===== src/ptm_defines.svh =====
// offsets, field positions, reset values and counts for the periodic timer
`ifndef PTM_DEFINES_SVH
`define PTM_DEFINES_SVH
`define PTM_CNT_W        10
`define PTM_CNT_MAX      10'h3FF
`define PTM_ADDR_W       4
`define PTM_OFF_CTRL     4'h0
`define PTM_OFF_CTRL2    4'h1
`define PTM_OFF_CNT      4'h2
`define PTM_OFF_COMPARE_A_VALUE     4'h3
`define PTM_OFF_CAPTURE_B_VALUE     4'h4
`define PTM_OFF_PERIOD_VALUE     4'h5
`define PTM_OFF_FLAGS    4'h6
`define PTM_CTRL_RST     32'h0000_0000
`define PTM_B_CCLR       0
`define PTM_B_CAPTS      1
`define PTM_B_INV        2
`define PTM_B_OCL        3
`define PTM_B_IOLO       4
`define PTM_B_MODELO     6
`define PTM_B_RUN        8
`define PTM_B_DIV        12
`define PTM_B_TCLR       1
`define PTM_F_MA         0
`define PTM_F_MP         1
`define PTM_F_EDGE       2
`endif


===== src/ptm_pkg.sv =====
// types shared by the periodic timer
package ptm_pkg;
    typedef enum logic [1:0] {
        PTM_MODE_CMP   = 2'b00,
        PTM_MODE_CAP   = 2'b01,
        PTM_MODE_PWM   = 2'b10,
        PTM_MODE_TIMER = 2'b11
    } ptm_mode_e;
    typedef struct packed {
        logic [3:0]  clk_div;
        logic        run;
        logic [1:0]  mode;
        logic [1:0]  out_func_sel;
        logic        out_init_level;
        logic        out_invert;
        logic        capture_src_sel;
        logic        clear_src_sel;
    } ptm_ctrl_s;
    typedef struct packed {
        logic        out_val;
        logic        out_oe;
    } ptm_pin_s;
endpackage : ptm_pkg


===== src/ptm_timer.sv =====
// periodic timer: compare, pwm, single pulse, capture and timer modes
// Notes on behaviour
// mode 11 behaves like compare match mode, raising both match flags.
// timer/counter mode never drives the output pin.
// software selects pwm with mode 10 and output function 10.
// pwm period set by period match clearing counter; duty by compare a.
// pwm period equals period value; zero gives 1024 counts.
// compare a at or above period gives full duty.
// pwm raises match a and match p flags on their matches.
// init level selects polarity; output function passes pwm or forces level.
// invert bit inverts the pwm waveform on the pin.
// pwm counting and flags continue while output is forced.
// single pulse uses mode 10, function 11, unchanged while used.
// run rising starts counter and pulse; ext clock edge sets run.
// pulse ends on run cleared or match a, which clears run.
// single pulse counter resets only on run rising; period unused.
// mode 01 captures on selected pin; counting starts with run.
// function bits choose rising, falling or both edges; 11 no capture.
// capture latches counter into compare a or capture b, flags event; only captures into compare a raise match a here.
// capture counter free runs; period match clears it and flags.
// capture clear select adds rising, falling or both edge clears.
// with clear select 00 captures go to compare a only.
// capture pulses below two timer clocks may be ignored.
// clear source, init level and invert unused in capture.
// edge flag reads 1 for rising, 0 for falling latch.
// counter is 10 bits, readable as low and high bytes.
// pwm active while counter below compare a.
`include "ptm_defines.svh"
module ptm_timer
    import ptm_pkg::*;
(
    // clock and reset
    input  wire logic        clk,
    input  wire logic        rst,
    // avalon-mm slave
    input  wire logic [3:0]  avs_address,
    input  wire logic        avs_read,
    input  wire logic        avs_write,
    input  wire logic [31:0] avs_writedata,
    input  wire logic [3:0]  avs_byteenable,
    output logic      [31:0] avs_readdata,
    output logic             avs_waitrequest,
    // pins
    input  wire logic        ext_clock_pin,
    input  wire logic        capture_pin,
    output ptm_pin_s         timer_out,
    // event pulses
    output logic             match_a_evt,
    output logic             match_p_evt
);
    ptm_ctrl_s        ctrl;
    logic [1:0]       capture_clear_sel;
    logic [9:0]       cnt;
    logic [9:0]       compare_a_value;
    logic [9:0]       capture_b_value;
    logic [9:0]       period_value;
    logic             match_a_flag;
    logic             match_p_flag;
    logic             latch_edge_flag;
    logic             out_state;
    logic             run_d;
    logic [3:0]       div_cnt;
    logic             ack;
    logic [1:0]       ck_sync;
    logic [1:0]       pi_sync;
    logic             ck_q;
    logic             pi_q;

    // two-stage synchronisers; stage two and its one-cycle delayed copy are read
    always_ff @(posedge clk) begin
        if (rst) begin
            ck_sync <= 2'b00;
            pi_sync <= 2'b00;
            ck_q    <= 1'b0;
            pi_q    <= 1'b0;
        end else begin
            ck_sync <= {ck_sync[0], ext_clock_pin};
            pi_sync <= {pi_sync[0], capture_pin};
            ck_q    <= ck_sync[1];
            pi_q    <= pi_sync[1];
        end
    end

    // timer clock enable from divider
    wire tick     = (div_cnt == ctrl.clk_div);
    always_ff @(posedge clk) begin
        if (rst || tick)
            div_cnt <= 4'h0;
        else
            div_cnt <= div_cnt + 4'h1;
    end

    // bus decode; one wait cycle per access
    wire acc      = (avs_read | avs_write) & ~ack;
    wire wr_go    = avs_write & ack;
    wire wr_ctrl  = wr_go && avs_address == `PTM_OFF_CTRL  && avs_byteenable[0];
    wire wr_ctrl1 = wr_go && avs_address == `PTM_OFF_CTRL  && avs_byteenable[1];
    wire wr_ctrl2 = wr_go && avs_address == `PTM_OFF_CTRL2 && avs_byteenable[0];
    wire wr_a     = wr_go && avs_address == `PTM_OFF_COMPARE_A_VALUE;
    wire wr_b     = wr_go && avs_address == `PTM_OFF_CAPTURE_B_VALUE;
    wire wr_p     = wr_go && avs_address == `PTM_OFF_PERIOD_VALUE;
    wire wr_flag  = wr_go && avs_address == `PTM_OFF_FLAGS && avs_byteenable[0];
    assign avs_waitrequest = (avs_read | avs_write) & ~ack;

    always_ff @(posedge clk) begin
        if (rst)
            ack <= 1'b0;
        else
            ack <= acc;
    end

    // mode decode
    wire m_cap    = ctrl.mode == PTM_MODE_CAP;
    wire m_pwm    = ctrl.mode == PTM_MODE_PWM && ctrl.out_func_sel != 2'b11;
    wire m_sp     = ctrl.mode == PTM_MODE_PWM && ctrl.out_func_sel == 2'b11;
    wire m_cmp    = ctrl.mode == PTM_MODE_CMP || ctrl.mode == PTM_MODE_TIMER;

    // capture source and edges
    wire cap_now  = ctrl.capture_src_sel ? ck_sync[1] : pi_sync[1];
    wire cap_old  = ctrl.capture_src_sel ? ck_q : pi_q;
    wire rise     = cap_now & ~cap_old;
    wire fall     = ~cap_now & cap_old;
    wire ck_rise  = ck_sync[1] & ~ck_q;

    // comparators
    wire [9:0] nxt    = cnt + 10'h001;
    wire eq_p     = (period_value == 10'h000) ? (cnt == `PTM_CNT_MAX)
                                              : (nxt == period_value);
    wire eq_a     = (compare_a_value == 10'h000) ? 1'b0 : (nxt == compare_a_value);
    wire run_rise = ctrl.run & ~run_d;
    // no match on a stale count in the cycle that run rises
    wire running  = ctrl.run & tick & ~run_rise;
    wire a_hit    = running & eq_a & ~m_cap;
    wire p_hit    = running & eq_p & ~m_sp
                    & ~(m_cmp & ctrl.clear_src_sel);
    wire cap_edge = ctrl.run & m_cap &
                    ((ctrl.out_func_sel == 2'b00 & rise) |
                     (ctrl.out_func_sel == 2'b01 & fall) |
                     (ctrl.out_func_sel == 2'b10 & (rise | fall)));
    wire edge_clr = ctrl.run & m_cap &
                    ((capture_clear_sel == 2'b01 & rise) |
                     (capture_clear_sel == 2'b10 & fall) |
                     (capture_clear_sel == 2'b11 & (rise | fall)));
    wire to_b     = cap_edge & (capture_clear_sel != 2'b00) & fall;
    wire clr_cnt  = run_rise | p_hit | edge_clr
                    | (m_cmp & ctrl.clear_src_sel & a_hit);
    wire sp_end   = m_sp & a_hit;
    wire sp_start = m_sp & ck_rise;
    assign match_a_evt = a_hit | (cap_edge & ~to_b);
    assign match_p_evt = p_hit;

    // counter
    always_ff @(posedge clk) begin
        if (rst)
            cnt <= 10'h000;
        else if (clr_cnt)
            cnt <= 10'h000;
        else if (running)
            cnt <= nxt;
    end

    // control registers, run auto set and clear
    always_ff @(posedge clk) begin
        if (rst) begin
            ctrl              <= ptm_ctrl_s'(`PTM_CTRL_RST);
            capture_clear_sel <= 2'b00;
            run_d             <= 1'b0;
        end else begin
            run_d <= ctrl.run;
            if (wr_ctrl)
                {ctrl.mode, ctrl.out_func_sel, ctrl.out_init_level, ctrl.out_invert,
                 ctrl.capture_src_sel, ctrl.clear_src_sel} <= avs_writedata[7:0];
            if (wr_ctrl1)
                {ctrl.clk_div, ctrl.run} <= {avs_writedata[15:12], avs_writedata[8]};
            if (sp_start)
                ctrl.run <= 1'b1;
            else if (sp_end)
                ctrl.run <= 1'b0;
            if (wr_ctrl2)
                capture_clear_sel <= avs_writedata[`PTM_B_TCLR +: 2];
        end
    end

    // compare values; capture overrides a software write
    always_ff @(posedge clk) begin
        if (rst) begin
            compare_a_value <= 10'h000;
            capture_b_value <= 10'h000;
            period_value    <= 10'h000;
            latch_edge_flag <= 1'b0;
        end else begin
            if (cap_edge & ~to_b)
                compare_a_value <= cnt;
            else if (wr_a)
                compare_a_value <= avs_writedata[9:0];
            if (to_b)
                capture_b_value <= cnt;
            else if (wr_b)
                capture_b_value <= avs_writedata[9:0];
            if (wr_p)
                period_value <= avs_writedata[9:0];
            if (cap_edge)
                latch_edge_flag <= rise;
        end
    end

    // sticky flags: set wins over clear by write-one
    always_ff @(posedge clk) begin
        if (rst) begin
            match_a_flag <= 1'b0;
            match_p_flag <= 1'b0;
        end else begin
            match_a_flag <= match_a_evt | (match_a_flag & ~(wr_flag & avs_writedata[0]));
            match_p_flag <= match_p_evt | (match_p_flag & ~(wr_flag & avs_writedata[1]));
        end
    end

    // output waveform
    wire [10:0] per   = (period_value == 10'h000) ? 11'h400 : {1'b0, period_value};
    wire pwm_act  = ({1'b0, compare_a_value} >= per) | (cnt < compare_a_value);
    wire pwm_lvl  = (pwm_act ~^ ctrl.out_init_level) ^ ctrl.out_invert;
    always_ff @(posedge clk) begin
        if (rst)
            out_state <= 1'b0;
        else if (m_cmp & run_rise)
            out_state <= ctrl.out_init_level;
        else if (m_cmp & a_hit)
            case (ctrl.out_func_sel)
                2'b01:   out_state <= 1'b1;
                2'b10:   out_state <= 1'b0;
                2'b11:   out_state <= ~out_state;
                default: out_state <= out_state;
            endcase
    end

    always_comb begin
        timer_out.out_oe  = 1'b0;
        timer_out.out_val = 1'b0;
        if (ctrl.mode == PTM_MODE_CMP) begin
            timer_out.out_oe  = 1'b1;
            timer_out.out_val = out_state ^ ctrl.out_invert;
        end else if (m_pwm) begin
            timer_out.out_oe  = 1'b1;
            case (ctrl.out_func_sel)
                2'b00:   timer_out.out_val = 1'b0;
                2'b01:   timer_out.out_val = 1'b1;
                default: timer_out.out_val = pwm_lvl;
            endcase
        end else if (m_sp) begin
            timer_out.out_oe  = 1'b1;
            timer_out.out_val = (ctrl.run ~^ ctrl.out_init_level) ^ ctrl.out_invert;
        end
    end

    // read mux, registered data
    logic [31:0] rd_mux;
    always_comb begin
        case (avs_address)
            `PTM_OFF_CTRL:  rd_mux = {16'h0000, ctrl.clk_div, 3'b000, ctrl.run,
                                      ctrl.mode, ctrl.out_func_sel, ctrl.out_init_level,
                                      ctrl.out_invert, ctrl.capture_src_sel,
                                      ctrl.clear_src_sel};
            `PTM_OFF_CTRL2: rd_mux = {29'h0, capture_clear_sel, latch_edge_flag};
            `PTM_OFF_CNT:   rd_mux = {22'h0, cnt};
            `PTM_OFF_COMPARE_A_VALUE:  rd_mux = {22'h0, compare_a_value};
            `PTM_OFF_CAPTURE_B_VALUE:  rd_mux = {22'h0, capture_b_value};
            `PTM_OFF_PERIOD_VALUE:  rd_mux = {22'h0, period_value};
            `PTM_OFF_FLAGS: rd_mux = {29'h0, latch_edge_flag, match_p_flag, match_a_flag};
            default:        rd_mux = 32'h0000_0000;
        endcase
    end
    always_ff @(posedge clk) begin
        if (rst)
            avs_readdata <= 32'h0000_0000;
        else if (acc)
            avs_readdata <= rd_mux;
    end
endmodule : ptm_timer


===== config.mk =====
export PLATFORM = sky130hd
export DESIGN_NAME = ptm_timer
export DESIGN_NICKNAME = d
export VERILOG_FILES = /design/src/ptm_pkg.sv /design/src/ptm_timer.sv
export VERILOG_INCLUDE_DIRS = /design/src /design/src/src
export SDC_FILE = /design/constraint.sdc
export NUM_CORES = 1
export LEC_CHECK = 0
export BUFFER_PORTS_ARGS = -buffer_cell sky130_fd_sc_hd__buf_2
export CAP_MARGIN = 20
export CORE_MARGIN = 2
export CORE_UTILIZATION = 40
export CTS_CLUSTER_SIZE = 28
export DETAILED_ROUTE_END_ITERATION = 10
export GPL_TIMING_DRIVEN = 0
export MAX_ROUTING_LAYER = met4
export SKIP_LAST_GASP = 1
export SLEW_MARGIN = 30
export SYNTH_ARGS = -nofsm -noshare
export SYNTH_HDL_FRONTEND = slang
export SYNTH_SLANG_ARGS = --single-unit

===== constraint.sdc =====
create_clock -name clk -period 2.5 [get_ports clk]
set_clock_uncertainty 0.2 [all_clocks]
set_input_delay 0.125 -clock clk [delete_from_list [all_inputs] [get_ports clk]]
set_output_delay 0.125 -clock clk [all_outputs]
set_load 0.05 [all_outputs]

# ---- Word level (Yosys, flattened, before mapping)
# Cells that the tools add are included.
dict set report word_totals {
  memories 0
  rom_bits 0
  regBits 103
  latchBits 0
  ramBits 0
  wordCells 162
}
dict set report op_classes {
  mux 20
  div 0
  n_lt_le_gt_ge 2
  bitwise 66
  addsub 2
  mul 0
  shift 0
  n_eq_ne 20
  reduce_logical 27
}
# cell count
set op_table {}
lappend op_table {{16-bit one-hot mux with 7 select lines} 1}
lappend op_table {{10-bit two-way mux} 4}
lappend op_table {{1-bit AND} 35}
lappend op_table {{10-bit == test} 2}
lappend op_table {{10-bit zero test} 2}
lappend op_table {{1-bit inverter} 13}
lappend op_table {{1-bit bitwise OR} 13}
lappend op_table {{2-bit == test, second input constant} 6}
lappend op_table {{4-bit by 3-bit == test with 1-bit output, second input constant} 3}
lappend op_table {{1-bit logical AND} 12}
lappend op_table {{10-bit by 11-bit greater-or-equal comparator with 1-bit output} 1}
lappend op_table {{11-bit two-way mux} 1}
lappend op_table {{10-bit by 1-bit adder with 10-bit output, second input constant} 1}
lappend op_table {{10-bit == test, second input constant} 1}
lappend op_table {{10-bit < comparator} 1}
lappend op_table {{1-bit two-way mux} 9}
lappend op_table {{4-bit by 2-bit == test with 1-bit output, second input constant} 2}
lappend op_table {{2-bit nonzero test} 4}
lappend op_table {{2-bit by 1-bit == test with 1-bit output, second input constant} 3}
lappend op_table {{2-bit two-way mux} 3}
lappend op_table {{4-bit by 1-bit adder with 4-bit output, second input constant} 1}
lappend op_table {{4-bit by 1-bit == test with 1-bit output, second input constant} 1}
lappend op_table {{4-bit == test} 1}
lappend op_table {{2-bit zero test} 2}
lappend op_table {{other kinds (11)} 15}

# ---- Depth between registers and ports, before layout
# Gate-level depths: netlist of run 1.
dict set report depth {
  word_depth 13
  mapped_depth 11
  ltp_nobuf 10
}

# ---- Worst setup path after synthesis of run 1
# No wires, ideal clock.
dict set report synth_timing {
  kind {register to register}
  startpoint {register cnt[1]}
  endpoint {register out_state}
  setup_time_ns 0.092
  synth_period_minus_slack_ns 2.676
  arrival_time_ns 2.385
  required_time_ns 2.208
  setup_slack_ns -0.176
  stages_incl_launch_ff 10
  path_buffers 1
  cell_sequence {dfxtp_1 > ha_1 > nand3_2 > or2_1 > o21ai_0 > a31oi_1 > or4b_1 > buf_2 > o31a_1 > nor4_1}
}
dict set report synth_between {
  elab_chain_cells 8
}
# item line_no
set synth_lines {}
lappend synth_lines {{start, declared} ptm_timer.sv:53} ;# logic [9:0] cnt;
lappend synth_lines {{start signal, assigned} ptm_timer.sv:159} ;# cnt <= nxt;
lappend synth_lines {{10-bit by 1-bit adder with 10-bit output} ptm_timer.sv:126} ;# wire [9:0] nxt = cnt + 10'h001;
lappend synth_lines {{10-bit == test} ptm_timer.sv:129} ;# wire eq_a = (compare_a_value == 10'h000) ? 1'b0 : (nxt == compare_a_value);
lappend synth_lines {{1-bit two-way mux} ptm_timer.sv:129}
lappend synth_lines {{1-bit AND (2 in a row)} ptm_timer.sv:133} ;# wire a_hit = running & eq_a & ~m_cap;
lappend synth_lines {{1-bit AND} ptm_timer.sv:227} ;# else if (m_cmp & a_hit)
lappend synth_lines {{2-bit nonzero test (no source line)} --}
lappend synth_lines {{2-bit AND reduction (no source line)} --}
lappend synth_lines {{end signal, assigned} ptm_timer.sv:226} ;# out_state <= ctrl.out_init_level;
lappend synth_lines {{end signal, assigned} ptm_timer.sv:231} ;# 2'b11: out_state <= ~out_state;
lappend synth_lines {{end signal, assigned} ptm_timer.sv:232} ;# default: out_state <= out_state;
lappend synth_lines {{end, declared} ptm_timer.sv:60} ;# logic out_state;
# Every way passes these cells.
# A chain may end at the register's enable or synchronous reset.

==> metrics list, run 1 <==
* Outcome: finished with violations
- Violations in the final reports: negative setup slack
* Clock latency reported for the late side of the worst-skew pair: between 0.3 and 0.4 ns
* Worst endpoint data arrival time: 2.56 ns
- On the final layout, the worst hold slack is 0.0341 ns.
* Cell types with the largest area share after synthesis: dfxtp_1 (32%), mux2i_1 (11%), nor2_1 (6.7%)
* Worst setup EP type: primary output
- CTS tree: built
- For this run, design rule violations remaining after detail routing come to 0.
- Along the worst path, the maximum fanout reaches 2.
- Yosys printed 0 warnings.
- Proportion of synthesized flip-flops having asynchronous set or reset: 0
* Commonest cells in the synthesized netlist: nor2_1 (95), dfxtp_1 (85), mux2i_1 (58)
- In the final layout, the share of cells above drive strength 1 is 0.275.
- Power per Cell Area: 438 nW/um^2
- Fill cells in the final layout number about 1,200.
* Shortest clock period the worst path allows after layout: between 2 and 3 ns
- Headroom to the max-slew limit came out at 0.340.
* Leak Pwr: approximately 0.0027 uW
* Final count of negative-setup-slack endpoints: 16
* Post-synthesis cell count: 620
- Area of the die: approximately 14,000 um^2
* Global-route congestion overflow total: 0
* Number of standard-cell rows in the floorplan: 42
- At the end of the flow the core is filled with cells to 0.532.
* First-iteration detailed-routing DRC count: slightly above 300
* Dpl hpwl: about 12,000 um
- Number of enable-type register cells in the synthesized netlist: 0
- The synthesized netlist occupies a cell area of around 5400 um^2.
- The initial antenna violation count is 0.
* Post-route ant nets: 0
- Across the run, the number of max-cap violations was 0.
- WS Path Type: flop to primary output
* Nets@finish: slightly above 800
- For this run, the detailed router's first-pass iteration total came to 5.
- Startpoint kind of the worst setup timing path: flop
* Most frequent cell after synthesis: nor2_1
* Area Growth Syn to Fin: 30.7%
* Primary flip-flop cell chosen by synthesis mapping: dfxtp_1
- Leaving out filler cells and counting taps, the final layout contains between 900 and 1,000.
* Area of the core: about 13,000 um^2
- The worst register-to-register path has a depth of 11.
- The repair_antennas step left the layout with diodes totalling 0.
- Setup slack on the critical path of the routed design comes to -0.389 ns.
- Starting Density: 0.408
- The routed layout has 5,092 vias.
- Following the worst setup path forward leads to its endpoint at timer_out[1].
* Synthesis-stage register bit count: 85
* IR Drop Worst-Case VDD: ~0.00033 V
- Wire length of the first global-routing pass: 26,000 um
* Count of distinct cell types in the synthesized netlist: between 60 and 70
* Vias per Instance: roughly 5.6
- Dividing the detail-routed wire length by the instance count gives between 15 and 20 um.
- TritonCTS created 9 clock buffers.
- At the end of routability-driven placement, the weighted congestion stood at 0.981.
* Required time of the critical path: approximately 2.2 ns
- Once placement completed, the tool counted placed cells totaling approximately 860.
* Number of pins exceeding their max-slew limit in the final report: 0
* Clock transition at the registers of the reported paths: 0.07 ns
- Number of global-route vias before repair: 4,983
- Timing-limited maximum frequency: around 350 MHz
- The endpoint identified for the worst register-to-register timing path is out_state.
- Of the synthesized area, sequential elements account for 0.318.
* Critical path startpoint: period_value[0]
* Setup repair after global routing missed its margin: true
- Entering global routing, the biggest net connects 17 pins.
* Hold Fails Final Rpt: 0
- For the pin with the worst max-slew slack, the measured transition is just under 1 ns.
* Kind of path behind the tightest hold check: input pin to flop
- The largest total area in the synthesized netlist belongs to dfxtp_1.
- Number of primary I/O pins: 83
- The worst register-to-register path begins at cnt[0].
- Routed WL: approximately 17,000 um
* Mean post-synth cell area: 8.64 um^2
- Sinks on Clock Net: 85
- Setup slack on the worst flop-to-flop path: -0.32 ns
- During placement, the flow inserted port buffers numbering 42.
- Worst hold path stage count: 2
- In this run the clock root is driven by a clkbuf_16.
* Worst-case clock buffer depth: 2
- Total design power: slightly above 3000 uW
- Top-area cell type share of the netlist area: 0.318
- Die extent in x: 120 um
- CTS H-Tree Depth: 3
- Across every metal layer, demand over resource in global routing totals 0.239.
- Final critical-path share of the clock period: 1.16
* Die outline height: 120 um
## how the worst min path moves through the flow
stage	startpoint	end	slack (ns)
floorplan	ext_clock_pin	ck_sync[0]	0.05
global placement	capture_pin	pi_sync[0]	0.14
detailed placement	capture_pin	pi_sync[0]	0.14
CTS	rst	pi_sync[0]	0.05
global route	rst	pi_sync[0]	0.07
finish	rst	pi_sync[0]	0.03
## report_power, final
group / total [uW] / internal, uW / switching, uW
sequential: 1360 / 1350 / 8.93
combinational: 308 / 106 / 202
clock: 1390 / 789 / 605
total: 3060 / 2250 / 816
## what timing repair did
action	in CTS	in global routing
hold buffers	16	0
buffers inserted	17	14
cloned	0	1
gates resized for setup	57	60
pin swaps	21	24
endpoints found under the setup margin	36	42
endpoints found under the hold margin	41	0
## flip-flops by register name, indices dropped and copies added (netlist names), 2 cells and up
| name | flops |
|---|---|
| pi_sync | 2 |
| cnt | 10 |
| div_cnt | 4 |
| capture_b_value | 10 |
| capture_clear_sel | 2 |
| ctrl | 13 |
| ck_sync | 2 |
| compare_a_value | 10 |
| avs_readdata | 14 |
| period_value | 10 |
## kinds of logic after synthesis
family,count (synthesis),share of synthesized area
XOR/XNOR,39,0.0715
multiplexers,67,0.132
AO/OA/AOI/OAI,116,0.152
other,1,0.000700
flip-flops,85,0.318
AND/OR/NAND/NOR,194,0.179
adder cells (fa/ha/maj),28,0.0650
buffers and inverters,90,0.0818
## area by class of cell
cell class,instances,area [um^2],share of cell area
multi-input cells,462,3600,0.515
inverters,32,120,0.0172
repair buffers,89,664,0.0950
well taps,176,220,0.0315
plain buffers,54,337,0.0481
clock buffers,9,225,0.0322
clock inverters,7,82.6,0.0118
flip-flops and latches,85,1750,0.250
## per-layer routing
layer,up-vias,routed length [um],GRT usage
met2,179,8110,0.398
met1,2461,7150,0.290
met3,52,793,0.0266
met5,-,0,-
li1,2400,-,-
met4,0,743,0.116
## layout by cell type (no fill, tap or decap), drive strengths merged, types with 7 or more instances in the layout
cell type and n:
nor3 7, nor2b 13, xor2 11, mux2 7
a21oi 15, ha 27, mux2i 58, dlygate4sd3 16
conb 18, a22oi 17, buf 106, a211oi 21
nor4 7, inv 34, o21ai 18, nor2 95
nand3 12, dfxtp 85, nand2 21, clkbuf 30
xnor2 25
## stage by stage
step / setup slack, ns / setup TNS, ns / instance area (um^2)
3_3_place_gp: -0.742 / -13.98 / 5900
2_1_floorplan: -0.0476 / -0.383 / 5470
4_1_cts: -0.389 / -4.25 / 6710
5_1_grt: -0.420 / -5.43 / 7000
3_5_place_dp: -0.786 / -12.73 / 5900
6_report: -0.389 / -4.34 / 7000
## critical path: stages (launching register included)
cell      delay, ns
dfxtp_4        0.34
clkbuf_1       0.09
ha_1           0.28
nand2b_4       0.13
a21o_1         0.15
a21o_1         0.19
a41oi_2        0.17
o221ai_2       0.18
or4_4          0.46
nand3_4        0.09
buf_8          0.14
Power figures use the tool's default switching activity.
==> run 2, diff against run 1 <==
clock period = 3.7 ns   (was 2.5 ns; I/O delays follow)
==> run 2 against run 1 <==
The flow now finishes without violations. Clock-buffer cell count rose by 1. Critical endpoint is now match_a_evt. Power fell by 34%. Hold slack improved by 0.057 ns. Global-route usage fell by 0.51 points.
==> metrics list, run 2 (synthesized netlist as in run 1, its figures left out) <==
- Required time of the critical path: ~3.3 ns
* Dpl hpwl: approximately 12,000 um
- The tightest hold path in the finished design has a slack of a little over 0.09 ns.
* Nets@finish: just under 800
- Number of standard-cell rows in the floorplan: 42
* Global-route congestion overflow total: 0
* R2r worst-path depth: 9
- Pin slew with the least headroom to its limit: approximately 0.96 ns
- Finished Core Util: 0.480
- Overall fraction of global-route tracks in use: 0.234
* Buffer count from post-CTS setup fixing: 0
- Vias per Instance: between 5 and 6
- Critical Path Fanout Max: 9
- The clock reaches the later pin of the worst-skew pair after roughly 0.34 ns.
* Outcome: finished, final reports clean
- Placed cell area: 5850 um^2
- CTS placed an instance of clkbuf_16 at the clock tree root.
- Clock tree synthesis inserted a total of 9 buffers.
- Hold repair after CTS inserted 16 buffers.
- Of the cells placed in the final design, the portion with a size suffix greater than 1 is 0.149.
- The die is 120 um wide.
- IR Drop Worst-Case VDD: between 0.0002 and 0.0003 V
* Area of the core: 13,100 um^2
- Broken down by cell family, the worst path's largest delay share belongs to simple AND/OR/NAND/NOR gates.
* Critical-path cell list: ha_1 > nand3_2 > or2_1 > o21ai_0 > a31oi_1 > or4b_1 > buf_2 > nand2_1 > buf_2
- The largest single stage delay on the critical path is about 0.58 ns.
* Hold_sp: rst
* Number of pins exceeding their max-slew limit in the final report: 0
- CTS H-Tree Depth: 3
- In the final layout, the registers with the most flip-flops are avs_readdata: 14 flops, ctrl: 13 flops.
- Worst-case setup margin in the final layout: roughly 0.16 ns
- STA classifies the critical path startpoint as a flop.
- TritonCTS built the clock tree.
- The register with the most flip-flops in the final layout is avs_readdata.
* Starting Density: 0.408
- After detailed routing, the number of remaining DRC violations is 0.
* Worst hold path stage count: 2
- At the end of routability-driven placement, the weighted congestion stood at between 0.9 and 1.
- The startpoint identified for the worst register-to-register timing path is cnt[1].
- Number of flip-flops under the largest register name: 14
- Area of the die: between 10,000 and 15,000 um^2
- STA classifies the critical path endpoint as a primary output.
- Commonest non-fill, non-tap cell in the layout: nor2_1
- After the first detailed-routing iteration, the DRC count stood at approximately 360.
- Shortest clock period the worst path allows after layout: about 3.5 ns
- Across the run, the number of max-cap violations was 0.
* Setup slack on the worst flop-to-flop path: 0.35 ns
* Wire length of the first global-routing pass: 25,200 um
* WS Path Type: flop to primary output
- The routed layout has 4,843 vias.
- Compared with the post-synthesis result, the final layout area differs by 17.8%.
- Leak Pwr: between 0.002 and 0.0025 uW
* Routed WL: 16,000 um
- After filler insertion, the fill cell instance count of the layout stands at between 1,000 and 1,500.
- On the critical path, the stage with the largest delay is an instance of dfxtp_1.
- 83 I/O pins were placed.
* Post_cts resized: 0
- The worst register-to-register path ends at cnt[9].
- For this design the ratio of total power to cell area is 321 nW/um^2.
* Total buffers and inverters traversed by the critical path: 2
* Timing-limited maximum frequency: approximately 280 MHz
- Largest net degree at the start of global routing: 15
* IO buf count: 42
* Sinks on Clock Net: 85
- Worst-case clock buffer depth: 2
- Detailed-routing iteration count for the pre-antenna-repair pass: 6
- The count of nets left with antenna violations once routing finished came out at 0.
* Routed length per instance: between 15 and 20 um
- Summed over all failing endpoints, the final setup total negative slack is 0 ns.
- At the worst endpoint, the arrival time is around 3.2 ns.
- The worst hold path terminates at pi_sync[0].
* Number of global-route vias before repair: 4,647
- Setup repair after global routing left no endpoint under its margin.
- Crit-path most repeated cell: buf_2
* Clock transition at the registers of the reported paths: roughly 0.060 ns
- The tightest min-delay check is of the input pin to flop type.
- Timing analysis after detailed placement gives a worst setup slack of approximately 0.4 ns.
* Commonest non-fill, non-tap cells in the layout: nor2_1 (95), dfxtp_1 (85), mux2i_1 (58)
- In this run the vertical extent of the chip is around 120 um.
- Counting buffers and inverters, the worst setup path is 9 cells deep.
- The hold violation count in the final report was 0.
* Worst-case headroom to the max-slew limit: 0.357
- The finished cells cover about 6300 um^2.
- The initial antenna violation count was 1.
* Final count of negative-setup-slack endpoints: 0
- Of the available clock period, the critical path in the final layout requires 0.956.
-- run 2: how the worst max path moves through the flow --
stage / from / end
global route: cnt[1] / match_a_evt
finish: cnt[1] / match_a_evt
floorplan: period_value[0] / timer_out[1]
global placement: cnt[1] / cnt[7]
CTS: compare_a_value[0] / timer_out[1]
detailed placement: cnt[1] / cnt[9]
-- run 2: power breakdown --
group	total (uW)	switching (uW)	internal (uW)	leakage (uW)
combinational	196	131	64.7	0.00164
sequential	927	5.51	922	0.000686
clock	901	379	522	0.000131
-- run 2: final cells by class --
| type | instances | area (um^2) | area share |
|---|---|---|---|
| plain buffers | 58 | 318 | 0.0504 |
| diodes | 1 | 2.50 | 0.000397 |
| clock inverters | 5 | 61.3 | 0.00972 |
| well taps | 176 | 220 | 0.0349 |
| multi-input cells | 462 | 3280 | 0.521 |
| clock buffers | 10 | 229 | 0.0363 |
| flip-flops and latches | 85 | 1700 | 0.270 |
| inverters | 32 | 120 | 0.0190 |
| repair buffers | 58 | 370 | 0.0587 |
-- run 2: per-layer routing --
metal  up-vias  wire (um)  share of wire  track usage
li1       2340          -              -            -
met4         0        445          0.028       0.0904
met5         -          0              0            -
met3        30        794          0.050       0.0337
met1      2322       7080           0.44        0.295
met2       151       7700           0.48        0.381
-- run 2: stage by stage --
step | instances | total power [uW]
after global placement | 855 | 1130
final | 887 | 2020
after floorplan | 637 | 1080
after CTS | 886 | 2030
after global routing | 887 | 2080
after detailed placement | 855 | 1130
